<file path="config.mk">
export PLATFORM = sky130hd
export DESIGN_NAME = mviu_core
export DESIGN_NICKNAME = d
export VERILOG_FILES = /design/src/rtl/mviu_pkg.sv /design/src/rtl/mviu_stack.sv /design/src/rtl/mviu_core.sv
export SDC_FILE = /design/constraint.sdc
export NUM_CORES = 1
export LEC_CHECK = 0
export BUFFER_PORTS_ARGS = -buffer_cell sky130_fd_sc_hd__buf_2
export CAP_MARGIN = 5
export CORE_MARGIN = 4
export CORE_UTILIZATION = 30
export DETAILED_ROUTE_END_ITERATION = 12
export HOLD_SLACK_MARGIN = 0.02
export PLACE_DENSITY = 0.48
export SLEW_MARGIN = 10
export SYNTH_ARGS = -nofsm -noshare
export SYNTH_HDL_FRONTEND = slang
export SYNTH_SLANG_ARGS = --single-unit
</file>
<file path="constraint.sdc">
create_clock -name MCLK -period 18.6 [get_ports MCLK]
set_clock_uncertainty 0.15 [all_clocks]
set_input_delay 3.72 -clock MCLK [delete_from_list [all_inputs] [get_ports MCLK]]
set_output_delay 3.72 -clock MCLK [all_outputs]
set_load 0.02 [all_outputs]
</file>
<file path="src/rtl/mviu_pkg.sv">
// Purpose: Shared constants and carrier types of the vectored interrupt unit.
// Assumes: APB register word per offset, 13-bit program counter.
// Notes: Source index 0 has the highest priority.
package mviu_pkg;

	// ----------------------------------------------------------------
	// Sizes
	// ----------------------------------------------------------------
	localparam int PC_W = 13;
	localparam int STACK_DEPTH = 8;
	localparam int SP_W = 4;
	localparam int NSRC = 5;
	localparam int NEP = 4;

	// ----------------------------------------------------------------
	// Register offsets and reset value
	// ----------------------------------------------------------------
	localparam logic [7:0] OFS_CTRL0 = 8'h00;
	localparam logic [7:0] OFS_CTRL1 = 8'h04;
	localparam logic [7:0] OFS_EP_REQ = 8'h08;
	localparam logic [7:0] OFS_BUS_CS = 8'h0c;
	localparam logic [7:0] OFS_TMR0_CTRL = 8'h10;
	localparam logic [7:0] OFS_TMR1_CTRL = 8'h14;
	localparam logic [7:0] OFS_STACK = 8'h18;
	localparam logic [7:0] REG_RESET = 8'h00;

	// ----------------------------------------------------------------
	// Field positions
	// ----------------------------------------------------------------
	localparam int B_GIE = 0;
	localparam int B_USB_EN = 1;
	localparam int B_T0_EN = 2;
	localparam int B_T1_EN = 3;
	localparam int B_USB_F = 4;
	localparam int B_T0_F = 5;
	localparam int B_T1_F = 6;
	localparam int B_SER_EN = 0;
	localparam int B_EXT_EN = 1;
	localparam int B_SER_F = 4;
	localparam int B_EXT_F = 5;
	localparam int B_SUSPEND = 0;
	localparam int B_RESUME = 3;
	localparam int B_TMR_RUN = 4;
	localparam int B_STK_FULL = 4;

	// ----------------------------------------------------------------
	// Sources in priority order and their vectors
	// ----------------------------------------------------------------
	localparam int SRC_USB = 0;
	localparam int SRC_T0 = 1;
	localparam int SRC_T1 = 2;
	localparam int SRC_SER = 3;
	localparam int SRC_EXT = 4;
	localparam logic [NSRC-1:0][PC_W-1:0] VECTORS = {
		13'h0014, 13'h0010, 13'h000c, 13'h0008, 13'h0004};

	// ----------------------------------------------------------------
	// Carrier types
	// ----------------------------------------------------------------
	typedef struct packed {
		logic [NEP-1:0] ep_access;
		logic suspend;
		logic resume;
		logic bus_reset;
	} mviu_usb_ev_t;

	typedef struct packed {
		logic [PC_W-1:0] pc;
		logic phase_two_pulse;
		logic reti;
	} mviu_core_req_t;

	typedef struct packed {
		logic load;
		logic entry;
		logic [PC_W-1:0] target;
	} mviu_core_resp_t;

endpackage : mviu_pkg

</file>
<file path="src/rtl/mviu_stack.sv">
// Purpose: Hardware return-address stack of the vectored interrupt unit.
// Assumes: Push is never requested while full, pop never while empty.
// Notes: Top entry is presented combinationally on top.
`timescale 1ns/1ps
module mviu_stack (
	// Clock and reset
	input wire logic MCLK,
	input wire logic RESET,
	// Requests
	input wire logic push,
	input wire logic pop,
	input wire logic [mviu_pkg::PC_W-1:0] din,
	// State
	output logic [mviu_pkg::PC_W-1:0] top,
	output logic [mviu_pkg::SP_W-1:0] depth,
	output logic full
);

	typedef struct packed {
		logic [mviu_pkg::STACK_DEPTH-1:0][mviu_pkg::PC_W-1:0] mem;
		logic [mviu_pkg::SP_W-1:0] sp;
	} mviu_stack_state_t;

	mviu_stack_state_t st;
	mviu_stack_state_t next_st;

	localparam logic [mviu_pkg::SP_W-1:0] SP_FULL =
		mviu_pkg::SP_W'(mviu_pkg::STACK_DEPTH);
	localparam logic [mviu_pkg::SP_W-1:0] SP_ONE = 4'h1;

	always_comb begin
		next_st = st;
		if (push && st.sp != SP_FULL) begin
			next_st.mem[st.sp[2:0]] = din;
			next_st.sp = st.sp + SP_ONE;
		end else if (pop && st.sp != '0) begin
			next_st.sp = st.sp - SP_ONE;
		end
	end

	always_ff @(posedge MCLK or posedge RESET) begin
		if (RESET) begin
			st <= '0;
		end else begin
			st <= next_st;
		end
	end

	assign top = st.mem[3'(st.sp - SP_ONE)];
	assign depth = st.sp;
	assign full = (st.sp == SP_FULL);

endmodule : mviu_stack

</file>
<file path="src/rtl/mviu_core.sv">
// Purpose: Vectored interrupt unit: flags, enables, priority, stack, APB.
// Assumes: Core signals share MCLK; the external pin is asynchronous.
// Notes: Acceptance happens only on a phase-two pulse from the core.
`timescale 1ns/1ps
module mviu_core (
	// Clock and reset
	input wire logic MCLK,
	input wire logic RESET,
	// APB slave
	input wire logic PSEL,
	input wire logic PENABLE,
	input wire logic PWRITE,
	input wire logic [7:0] PADDR,
	input wire logic [31:0] PWDATA,
	output logic [31:0] PRDATA,
	output logic PREADY,
	output logic PSLVERR,
	// Request sources
	input wire mviu_pkg::mviu_usb_ev_t USB_EVENTS,
	input wire logic TIMER_ZERO_OVERFLOW,
	input wire logic TIMER_ONE_OVERFLOW,
	input wire logic SERIAL_BYTE_DONE,
	input wire logic SERIAL_ADDR_MATCH,
	input wire logic EXT_IRQ_PIN,
	// Processor core
	input wire mviu_pkg::mviu_core_req_t CORE_REQ,
	output mviu_pkg::mviu_core_resp_t CORE_RESP,
	// Timer control
	output logic [1:0] TIMER_RUN
);

	typedef struct packed {
		logic global_irq_enable;
		logic [mviu_pkg::NSRC-1:0] en;
		logic [mviu_pkg::NSRC-1:0] flag;
		logic [mviu_pkg::NEP-1:0] endpoint_access_request_bits;
		logic [7:0] bus_port_control_status;
		logic [1:0][7:0] tmr_ctrl;
		logic ext_s1;
		logic ext_s2;
		logic ext_s3;
		logic [31:0] prdata;
		logic pready;
		logic pslverr;
		mviu_pkg::mviu_core_resp_t resp;
	} mviu_state_t;

	mviu_state_t st;
	mviu_state_t next_st;

	logic push;
	logic pop;
	logic take;
	logic [2:0] sel;
	logic [mviu_pkg::PC_W-1:0] stack_top;
	logic [mviu_pkg::SP_W-1:0] stack_depth;
	logic stack_full;
	logic [mviu_pkg::NSRC-1:0] ev_set;
	logic [mviu_pkg::NSRC-1:0] ready_src;
	logic wr;
	logic [31:0] rd_mux;
	logic mapped;

	// ----------------------------------------------------------------
	// Return-address stack
	// ----------------------------------------------------------------
	mviu_stack u_stack (
		.MCLK(MCLK),
		.RESET(RESET),
		.push(push),
		.pop(pop),
		.din(CORE_REQ.pc),
		.top(stack_top),
		.depth(stack_depth),
		.full(stack_full)
	);

	// ----------------------------------------------------------------
	// Source events and arbitration
	// ----------------------------------------------------------------
	always_comb begin
		ev_set = '0;
		ev_set[mviu_pkg::SRC_USB] = |USB_EVENTS.ep_access |
			USB_EVENTS.suspend | USB_EVENTS.resume |
			USB_EVENTS.bus_reset;
		ev_set[mviu_pkg::SRC_T0] = TIMER_ZERO_OVERFLOW;
		ev_set[mviu_pkg::SRC_T1] = TIMER_ONE_OVERFLOW;
		ev_set[mviu_pkg::SRC_SER] = SERIAL_BYTE_DONE |
			SERIAL_ADDR_MATCH;
		ev_set[mviu_pkg::SRC_EXT] = st.ext_s3 & ~st.ext_s2;
		// The global enable gates every source's own enable.
		ready_src = st.en & st.flag &
			{mviu_pkg::NSRC{st.global_irq_enable}};
		sel = 3'h0;
		for (int i = mviu_pkg::NSRC - 1; i >= 0; i--) begin
			if (ready_src[i]) begin
				sel = 3'(i);
			end
		end
		take = CORE_REQ.phase_two_pulse & ~CORE_REQ.reti &
			(|ready_src) & ~stack_full;
		push = take;
		pop = CORE_REQ.reti;
	end

	// ----------------------------------------------------------------
	// Register read decode
	// ----------------------------------------------------------------
	always_comb begin
		rd_mux = '0;
		mapped = 1'b1;
		case (PADDR)
			mviu_pkg::OFS_CTRL0: begin
				rd_mux[mviu_pkg::B_GIE] = st.global_irq_enable;
				rd_mux[mviu_pkg::B_USB_EN] = st.en[mviu_pkg::SRC_USB];
				rd_mux[mviu_pkg::B_T0_EN] = st.en[mviu_pkg::SRC_T0];
				rd_mux[mviu_pkg::B_T1_EN] = st.en[mviu_pkg::SRC_T1];
				rd_mux[mviu_pkg::B_USB_F] = st.flag[mviu_pkg::SRC_USB];
				rd_mux[mviu_pkg::B_T0_F] = st.flag[mviu_pkg::SRC_T0];
				rd_mux[mviu_pkg::B_T1_F] = st.flag[mviu_pkg::SRC_T1];
			end
			mviu_pkg::OFS_CTRL1: begin
				rd_mux[mviu_pkg::B_SER_EN] = st.en[mviu_pkg::SRC_SER];
				rd_mux[mviu_pkg::B_EXT_EN] = st.en[mviu_pkg::SRC_EXT];
				rd_mux[mviu_pkg::B_SER_F] = st.flag[mviu_pkg::SRC_SER];
				rd_mux[mviu_pkg::B_EXT_F] = st.flag[mviu_pkg::SRC_EXT];
			end
			mviu_pkg::OFS_EP_REQ: begin
				rd_mux[mviu_pkg::NEP-1:0] = st.endpoint_access_request_bits;
			end
			mviu_pkg::OFS_BUS_CS: begin
				rd_mux[7:0] = st.bus_port_control_status;
			end
			mviu_pkg::OFS_TMR0_CTRL: begin
				rd_mux[7:0] = st.tmr_ctrl[0];
			end
			mviu_pkg::OFS_TMR1_CTRL: begin
				rd_mux[7:0] = st.tmr_ctrl[1];
			end
			mviu_pkg::OFS_STACK: begin
				rd_mux[mviu_pkg::SP_W-1:0] = stack_depth;
				rd_mux[mviu_pkg::B_STK_FULL] = stack_full;
			end
			default: begin
				mapped = 1'b0;
			end
		endcase
	end

	// ----------------------------------------------------------------
	// Next state
	// ----------------------------------------------------------------
	always_comb begin
		next_st = st;
		wr = PSEL & PENABLE & PWRITE & st.pready;
		// APB answers in the first access cycle.
		next_st.pready = PSEL & ~PENABLE;
		next_st.pslverr = PSEL & ~PENABLE & ~mapped;
		next_st.prdata = (PSEL & ~PENABLE & ~PWRITE) ? rd_mux : '0;
		next_st.ext_s1 = EXT_IRQ_PIN;
		next_st.ext_s2 = st.ext_s1;
		next_st.ext_s3 = st.ext_s2;
		next_st.resp.load = 1'b0;
		next_st.resp.entry = 1'b0;
		// Software writes come first so that hardware sets win.
		if (wr) begin
			case (PADDR)
				mviu_pkg::OFS_CTRL0: begin
					next_st.global_irq_enable =
						PWDATA[mviu_pkg::B_GIE];
					next_st.en[mviu_pkg::SRC_USB] = PWDATA[mviu_pkg::B_USB_EN];
					next_st.en[mviu_pkg::SRC_T0] = PWDATA[mviu_pkg::B_T0_EN];
					next_st.en[mviu_pkg::SRC_T1] = PWDATA[mviu_pkg::B_T1_EN];
					next_st.flag[mviu_pkg::SRC_USB] = PWDATA[mviu_pkg::B_USB_F];
					next_st.flag[mviu_pkg::SRC_T0] = PWDATA[mviu_pkg::B_T0_F];
					next_st.flag[mviu_pkg::SRC_T1] = PWDATA[mviu_pkg::B_T1_F];
				end
				mviu_pkg::OFS_CTRL1: begin
					next_st.en[mviu_pkg::SRC_SER] = PWDATA[mviu_pkg::B_SER_EN];
					next_st.en[mviu_pkg::SRC_EXT] = PWDATA[mviu_pkg::B_EXT_EN];
					next_st.flag[mviu_pkg::SRC_SER] = PWDATA[mviu_pkg::B_SER_F];
					next_st.flag[mviu_pkg::SRC_EXT] = PWDATA[mviu_pkg::B_EXT_F];
				end
				mviu_pkg::OFS_EP_REQ: begin
					// Writing zero clears a bit; ones leave it alone.
					next_st.endpoint_access_request_bits =
						st.endpoint_access_request_bits &
						PWDATA[mviu_pkg::NEP-1:0];
				end
				mviu_pkg::OFS_BUS_CS: begin
					next_st.bus_port_control_status =
						st.bus_port_control_status & PWDATA[7:0];
				end
				mviu_pkg::OFS_TMR0_CTRL: begin
					next_st.tmr_ctrl[0] = PWDATA[7:0];
				end
				mviu_pkg::OFS_TMR1_CTRL: begin
					next_st.tmr_ctrl[1] = PWDATA[7:0];
				end
				default: begin
					next_st.tmr_ctrl = st.tmr_ctrl;
				end
			endcase
		end
		if (pop) begin
			next_st.resp.load = 1'b1;
			next_st.resp.target = stack_top;
		end else if (take) begin
			next_st.global_irq_enable = 1'b0;
			next_st.flag[sel] = 1'b0;
			next_st.resp.load = 1'b1;
			next_st.resp.entry = 1'b1;
			next_st.resp.target = mviu_pkg::VECTORS[sel];
		end
		// Events set flags last; a flag holds until serviced or cleared.
		next_st.flag = next_st.flag | ev_set;
		next_st.endpoint_access_request_bits =
			next_st.endpoint_access_request_bits |
			USB_EVENTS.ep_access;
		next_st.bus_port_control_status[mviu_pkg::B_SUSPEND] =
			next_st.bus_port_control_status[mviu_pkg::B_SUSPEND] |
			USB_EVENTS.suspend;
		next_st.bus_port_control_status[mviu_pkg::B_RESUME] =
			next_st.bus_port_control_status[mviu_pkg::B_RESUME] |
			USB_EVENTS.resume;
	end

	always_ff @(posedge MCLK or posedge RESET) begin
		if (RESET) begin
			st <= '0;
		end else begin
			st <= next_st;
		end
	end

	// ----------------------------------------------------------------
	// Outputs
	// ----------------------------------------------------------------
	assign PRDATA = st.prdata;
	assign PREADY = st.pready;
	assign PSLVERR = st.pslverr;
	assign CORE_RESP = st.resp;
	assign TIMER_RUN = {st.tmr_ctrl[1][mviu_pkg::B_TMR_RUN],
		st.tmr_ctrl[0][mviu_pkg::B_TMR_RUN]};
endmodule : mviu_core

</file>
---- Yosys cells after proc, flatten, opt, wreduce, memory -nomap -nowiden ----
Memory sizes are Yosys's and may differ from the RTL's.
Index checks and enable logic that the tools add are counted.
cells by class
  div/mod/pow operators ................... 0
  magnitude comparators ................... 5
  mux-type cells .......................... 41
  shift-type cells ........................ 0
  $add $sub $neg .......................... 2
  bitwise operators ....................... 30
  equality and inequality tests ........... 8
  reduce and logical (&&, ||, !) cells .... 16
  multiply operators ...................... 0
operator list
  cell                number
  $bwmux 104          1
  $mux 13             4
  $bmux 13 s3         1
  $demux 13 s3        1
  $mux 39             1
  $mux 8              4
  $eq 8x5->1 const B  3
  $mux 3              7
  $eq 8x4->1 const B  2
  $and 5x5->5         3
  $mux 15             1
  $pmux 2 s7          1
  $lt 3x4->1 const B  3
  $mux 4              3
  $pmux 2 s6          1
  $and 1x1->1         10
  $mux 5              2
  $reduce_and 2->1    5
  $and 8x8->8         1
  $eq 8x3->1 const B  1
  $logic_not 8->1     1
  $mux 1              7
  $reduce_or 7->1     1
  $ge 3x1->1 const B  2
  21 further kinds    36
storage, ports and cells
  memories ................................ 1
  bits in latches ......................... 0
  input port bits ......................... 72
  register bits after elaboration ......... 175
  word-level logic and storage cells ...... 130
  ROM bits ................................ 104
  output and inout port bits .............. 51
  RAM bits ................................ 0
memory list
  name              depth  width  read ports  clocked after memory_dff  wr ports  line              RTL
  (name not given)  8      13     1           0                         0         mviu_core.sv:213  next_st.resp.target = mviu_pkg::VECTORS[sel];

---- Logic depth before layout (Yosys ltp) ----
Gate-level depths: netlist of run 1.
  depth after elaboration ................. 16
  gate-level depth with buffers ........... 10
  depth with buffers taken out ............ 6

---- By module ----
From an unflattened synthesis of run 1, not the netlist that was laid out.
second synthesis, totals
  cells, all modules ...................... 683
  area total of the unflattened synthesis .. 8735.9 um2
by module, submodules not included
  module      instances  seq. area each (um2)  cells each  area each (um2)
  mviu_stack  1          2702.6                350         5153.7
  mviu_core   1          1676.6                333         3582.2

---- Least setup slack after synthesis of run 1 ----
OpenSTA, ideal clock, no wires.
  path kind ............................... input -> register
  from .................................... input port CORE_REQ[1] (netlist bit)
  to ...................................... register u_stack.st[69] (netlist bit)
  setup time .............................. 125 ps
  setup slack ............................. 13278 ps
  arrival time ............................ 5047 ps
  stages on the path ...................... 6
  data required time ...................... 18325 ps
  buffers on the path ..................... 2
  cell sequence ........................... nand2_2 > or3b_4 > buf_6 > nor3_4 > buf_12 > mux2_4
between the ends
  cells in the longest elaborated chain, start to end .. 4
ends and longest elaborated chain
  element                    line              RTL
  start, declared            mviu_core.sv:26   input wire mviu_pkg::mviu_core_req_t CORE_REQ,
  $and 1x1->1 (2 in series)  mviu_core.sv:100  take = CORE_REQ.phase_two_pulse & ~CORE_REQ.reti &
  $and 1x1->1                mviu_core.sv:101  (|ready_src) & ~stack_full;
  $logic_and 1x1->1          mviu_stack.sv:33  if (push && st.sp != SP_FULL) begin
  end signal, assigned       mviu_stack.sv:45  st <= next_st;
  end, declared              mviu_stack.sv:24  mviu_stack_state_t st;
No other way between the ends.
A chain may end at the register's enable or synchronous reset.

---- Final worst setup path of run 1 ----
  from .................................... input port CORE_REQ[0] (netlist bit)
  to ...................................... register u_stack.st[36] (netlist bit)
between the ends
  cells in the longest elaborated chain, start to end .. 5
ends and longest elaborated chain
  element                    line
  $not 1->1                  mviu_core.sv:100
  $and 1x1->1 (2 in series)  mviu_core.sv:100
  $and 1x1->1                mviu_core.sv:101
  $logic_and 1x1->1          mviu_stack.sv:33
No other way between the ends.

==> results of run 1 <==
-- placed cells by master, fill, tap and decap left out, types with 6 or more instances in the layout --
cell       instances
mux2_4            10
dfrtp_1          175
mux2i_1           13
mux4_2            28
clkbuf_16         17
mux2_2           127
nand2b_1          10
buf_4              8
o21ai_0           12
o21a_1             6
a22o_1            12
inv_8              6
nand3_1            7
conb_1            24
nand4_1            6
nand2_1           28
buf_2             74
inv_1              9
nor2_1            21
a21oi_1           13
-- stage by stage --
step,std cells,utilization (%),hold slack (ns),setup WS (ns),power (uW)
after floorplan,653,-,0.181,9.98,533
after global placement,1032,32.1,0.193,12.16,583
after detailed placement,1032,32.1,0.200,12.08,586
after CTS,1063,34.3,0.216,12.54,955
after global routing,1063,34.3,0.219,12.45,983
final,1064,34.3,0.213,12.53,940
-- final timing paths --
path / start / endpoint / slack, ns / cells past startpoint
max: CORE_REQ[0] / u_stack.st[36]$_DFFE_PP0P_ / 12.53 / 4
min: next_st[50]$_DFF_PP0_ / next_st[49]$_DFF_PP0_ / 0.21 / 0
max reg2reg: u_stack.depth[1]$_DFFE_PP0P_ / u_stack.st[36]$_DFFE_PP0P_ / 15.08 / 6
min in group asynchronous: RESET / u_stack.st[44]$_DFFE_PP0P_ / 3.36 / 2
max in group asynchronous: RESET / st[78]$_DFF_PP0_ / 13.48 / 3
min reg2reg: next_st[50]$_DFF_PP0_ / next_st[49]$_DFF_PP0_ / 0.21 / 0
-- flip-flops by register name, indices dropped and copies added (netlist names) --
| register | flops |
|---|---|
| u_stack.st | 104 |
| CORE_RESP | 15 |
| u_stack.depth | 4 |
| TIMER_RUN | 2 |
| st | 38 |
| PSLVERR | 1 |
| next_st | 2 |
| PREADY | 1 |
| PRDATA | 8 |
-- per-layer routing --
layer	vias to the layer above	global-route usage (%)	part of all wire, %
met5	-	0	0.13
met4	4	4.29	1.7
met3	27	3.19	4.9
met2	119	22.1	49
met1	2695	17.5	44
li1	2326	-	-
-- worst max-delay path: stages --
cell and delay (ns):
buf_2 0.28, nor3b_2 0.59, nand4_1 1.01, mux2_2 0.62
-- where the power goes --
part,switching [uW],total (uW),internal [uW]
registers,10.4,396,385
logic,112,179,66.9
clock network,170,366,196
total,292,940,649
-- layout make-up --
cell class                 instances  area [um2]
multi-input combinational        387        3630
antenna                            1        2.50
clock inverter                    13         163
tap                              378         473
timing repair buffer              82         430
inverter                          10        42.5
clock buffer                      18         439
fill                            2720       18300
sequential                       175        4380
-- cell families (layout without fill, tap and decap cells) --
group           after synthesis  after routing  synth area share [%]
buf+inv                      91            123                  6.77
other cells                   1             25                0.0441
fa+ha+maj                     3              3                 0.442
flops                       175            175                  51.5
simple gates                108            108                  7.35
compound gates               71             71                  6.02
mux                         178            178                  27.5
xor+xnor                      3              3                 0.309
==> run_results.csv, run 1 <==
group,metric,value,unit
run_status,status,"finished clean",
final_layout,syn_to_final_growth,12.5,%
placed_design,placed_cell_area,8960,um2
cts,clockBufferDepth,2,
die,die_w,176,um
synthesis,synth_area,8500,um2
power,power_density,98.4,nW/um2
sta,hold_viol,0,
routing,dr_total_vias,5171,
sta,finalSetupViolations,0,
global_routing,globalRouteOverflowTotal,0,
power,ir_drop,0.0000519,V
sta,rsz0062_at_grt,"false",
worst_hold_path,hold_class,"flip-flop to flip-flop",
final_layout,fin_nets,748,
synthesis,synth.largest_area_cell,"dfrtp_1",
global_routing,grt_pass1_vias,5591,
setup_path,cp.arrival,6.23,ns
sta,drv_slew,0,
cts,numClockSinks,175,
routing,wl,20100,um
routing,drt_iter0_drc,310,
run,cap_violations,0,
global_routing,grt_max_degree,109,
cts,clk_pin_slew,0.07,ns
setup_path,cp.required,18.76,ns
routing,ant_nets,0,
cts,cts_htree_levels,4,
die,rows,61,
synthesis,seq_area_frac_synth,51.5,%
sta,relSlewSlack,25.9,%
synthesis,synth_edf_count,0,
setup_path,start_kind,"primary input",
routing,vias_per_cell,4.86,
cts,clk_latency,0.43,ns
synthesis,synth_ff_type,"dfrtp_1",
sta,max_freq,165,MHz
die,coreArea,27900,um2
synthesis,yosys-top-cells-count,"dfrtp_1, mux2_2, buf_4, mux4_2, nand2_1",
sta,fin_crit,6.07,ns
synthesis,netlist.area_leader.share,51.5,%
sta,tns,0,ns
sta,fin_crit_sh,32.7,%
die,io_pins,123,
global_routing,grt_usage,13.4,%
synthesis,post-synth-top-count-cell,"dfrtp_1",
die,fp.dieH,176,um
synthesis,synth.distinct_cells,61,
sta,tightest_slew,1.11,ns
synthesis,ys_warn_count,0,
final_layout,stdcell_area,9560,um2
power,p_leak,0.00457,uW
cts,ctsResizeCount,0,
routing,drc_errors,0,
setup_path,crit_type,"primary input to flip-flop",
final_layout,drive_above_1_share,42.5,%
synthesis,ys_top_cells_by_area,"dfrtp_1, mux2_2, mux4_2, buf_4, mux2_4",
die,die_area,31100,um2
cts,numCtsBuffers,17,
synthesis,ys_ff_latch,175,
cts,cts_setup_buffers,0,
global_routing,grt_antenna_before_repair,2,
setup_path,endpoint_kind,"flip-flop",
die,start_util,30.5,%
synthesis,netlist_instances,630,
placed_design,routabilityCongestion,0.773,
placed_design,portBuffers,74,
placed_design,dp_hpwl,13100,um
routing,first_pass_iters,4,
synthesis,async_flop_share,100,%
cts,ctsRootBufferMaster,"clkbuf_16",
routing,routedWlPerCell,18.9,um
setup_path,path_max_fanout,23,
cts,tritoncts,"done",
synthesis,syn_area_per_cell,13.5,um2
cts,holdBufCountCts,0,
global_routing,grt_pass1_wl,32100,um
Power figures use the tool's default switching activity.
==> inputs of run 2 (changes only) <==
==> constraint.sdc (replaced) <==
create_clock -name MCLK -period 6.17 [get_ports MCLK]
set_clock_uncertainty 0.15 [all_clocks]
set_input_delay 1.234 -clock MCLK [delete_from_list [all_inputs] [get_ports MCLK]]
set_output_delay 1.234 -clock MCLK [all_outputs]
set_load 0.02 [all_outputs]
==> run_results.csv, run 2 (synthesis results as in run 1) <==
group,metric,value,unit
run_status,status,"finished clean",
routing,wl,20300,um
power,ir_drop,0.000257,V
final_layout,multi_input_area,3630,um2
setup_path,reg2reg_from,"u_stack.depth[1]$_DFFE_PP0P_",
final_layout,largest_reg_flops,104,
routing,drt_iter0_drc,326,
worst_hold_path,hold_class,"flip-flop to flip-flop",
die,coreArea,27900,um2
die,die_w,176,um
setup_path,r2r_cells,6,
setup_path,cp.required,6.33,ns
setup_path,crit_start,"CORE_REQ[0]",
power,power_density,294,nW/um2
sta,relSlewSlack,23.6,%
cts,numCtsBuffers,17,
setup_path,crit_type,"primary input to flip-flop",
final_layout,stdcell_area,9570,um2
final_layout,antenna_cells,0,
setup_path,start_kind,"primary input",
placed_design,dp_hpwl,13500,um
cts,holdBufCountCts,0,
sta,finalSetupViolations,0,
global_routing,globalRouteMet3Util,3.00,%
sta,rsz0062_at_grt,"false",
die,fp.dieH,176,um
cts,cts_setup_buffers,0,
setup_path,endpoint_kind,"flip-flop",
final_layout,fin_cells,1065,
setup_path,cp.arrival,3.71,ns
setup_path,reg2reg_to,"u_stack.st[35]$_DFFE_PP0P_",
cts,tritoncts,"done",
global_routing,met2_usage,22.2,%
global_routing,grt_pass1_vias,5609,
global_routing,grt_max_degree,70,
cts,clk_latency,0.44,ns
sta,fin_crit_sh,57.5,%
setup_path,path_max_fanout,23,
placed_design,routabilityCongestion,0.791,
cts,ctsRootBufferMaster,"clkbuf_16",
sta,worst_hold_slack,0.202,ns
routing,vias_per_cell,4.90,
placed_design,placed_cell_area,8960,um2
cts,cts_htree_levels,4,
sta,drv_slew,0,
global_routing,grt_pass1_wl,32600,um
routing,routedWlPerCell,19.1,um
routing,first_pass_iters,6,
routing,ant_nets,0,
run,cap_violations,0,
final_layout,top_register,"u_stack.st",
final_layout,fin_nets,749,
cts,clockBufferDepth,2,
final_layout,layout_common_cells,"dfrtp_1, mux2_2, buf_2",
die,start_util,30.5,%
final_layout,final_common_cell,"dfrtp_1",
setup_path,endpoint,"u_stack.st[35]$_DFFE_PP0P_",
routing,dr_total_vias,5220,
sta,tns,0,ns
power,p_leak,0.00458,uW
placed_design,pre_cts_slack,2.15,ns
cts,ctsResizeCount,0,
die,rows,61,
cts,numClockSinks,175,
final_layout,syn_to_final_growth,12.6,%
global_routing,grt_usage,13.4,%
placed_design,placed_cells,1033,
sta,tightest_slew,1.14,ns
global_routing,grt.busiest_layer,"met2",
worst_hold_path,whs_path_depth,0,
global_routing,globalRouteOverflowTotal,0,
final_layout,drive_above_1_share,42.6,%
final_layout,seqCellArea,4380,um2
sta,fin_crit,3.55,ns
global_routing,grt_antenna_before_repair,3,
final_layout,fillers,2718,
die,die_area,31100,um2
sta,max_freq,282,MHz
placed_design,portBuffers,74,
global_routing,met1_usage,17.9,%
setup_path,ff2ff_setup_slack,2.68,ns
routing,drc_errors,0,
cts,clk_pin_slew,0.07,ns
die,io_pins,123,
sta,setup_ws,2.62,ns
sta,hold_viol,0,
[run 2: cell count changes in the layout (fill, tap and decap cells not counted), sizes merged]
cell / previous run / this run
clkinv: 2 / 6
inv: 18 / 16
buf: 82 / 83
bufinv: 1 / 0
diode: 1 / 0
[run 2: how the worst min path moves through the flow]
stage | start | to
finish | next_st[50]$_DFF_PP0_ | next_st[49]$_DFF_PP0_
global route | next_st[50]$_DFF_PP0_ | next_st[49]$_DFF_PP0_
CTS | next_st[50]$_DFF_PP0_ | next_st[49]$_DFF_PP0_
detailed placement | next_st[50]$_DFF_PP0_ | next_st[49]$_DFF_PP0_
global placement | next_st[50]$_DFF_PP0_ | next_st[49]$_DFF_PP0_
floorplan | next_st[50]$_DFF_PP0_ | next_st[49]$_DFF_PP0_
[run 2: per-stage QoR]
| stage | power, uW | utilization, % |
|---|---|---|
| CTS | 2860 | 34.3 |
| global placement | 1760 | 32.2 |
| detailed placement | 1770 | 32.2 |
| finish | 2810 | 34.3 |
| floorplan | 1610 | - |
| global route | 2940 | 34.3 |
[run 2: area by class of cell]
class / instances / area share, %
multi-input combinational: 387 / 37.9
clock inverter: 14 / 1.74
inverter: 10 / 0.445
tap: 378 / 4.94
clock buffer: 18 / 4.59
timing repair buffer: 83 / 4.58
sequential: 175 / 45.8
[run 2: worst max-delay path: stages]
cell	delay, ns
buf_2	0.29
nor3b_2	0.60
nand4_1	0.97
mux2_2	0.60
[run 2: metal layers]
| metal | wire length, um | vias to the layer above | part of all wire, % |
|---|---|---|---|
| li1 | - | 2339 | - |
| met1 | 9160 | 2719 | 45 |
| met2 | 9910 | 129 | 49 |
| met3 | 880 | 27 | 4.3 |
| met4 | 334 | 6 | 1.6 |
| met5 | 35 | - | 0.17 |
[run 2: where the power goes]
group          total (uW)  internal (uW)  switching, uW
clock                1080            557            525
sequential           1190           1160           32.7
combinational         533            202            330
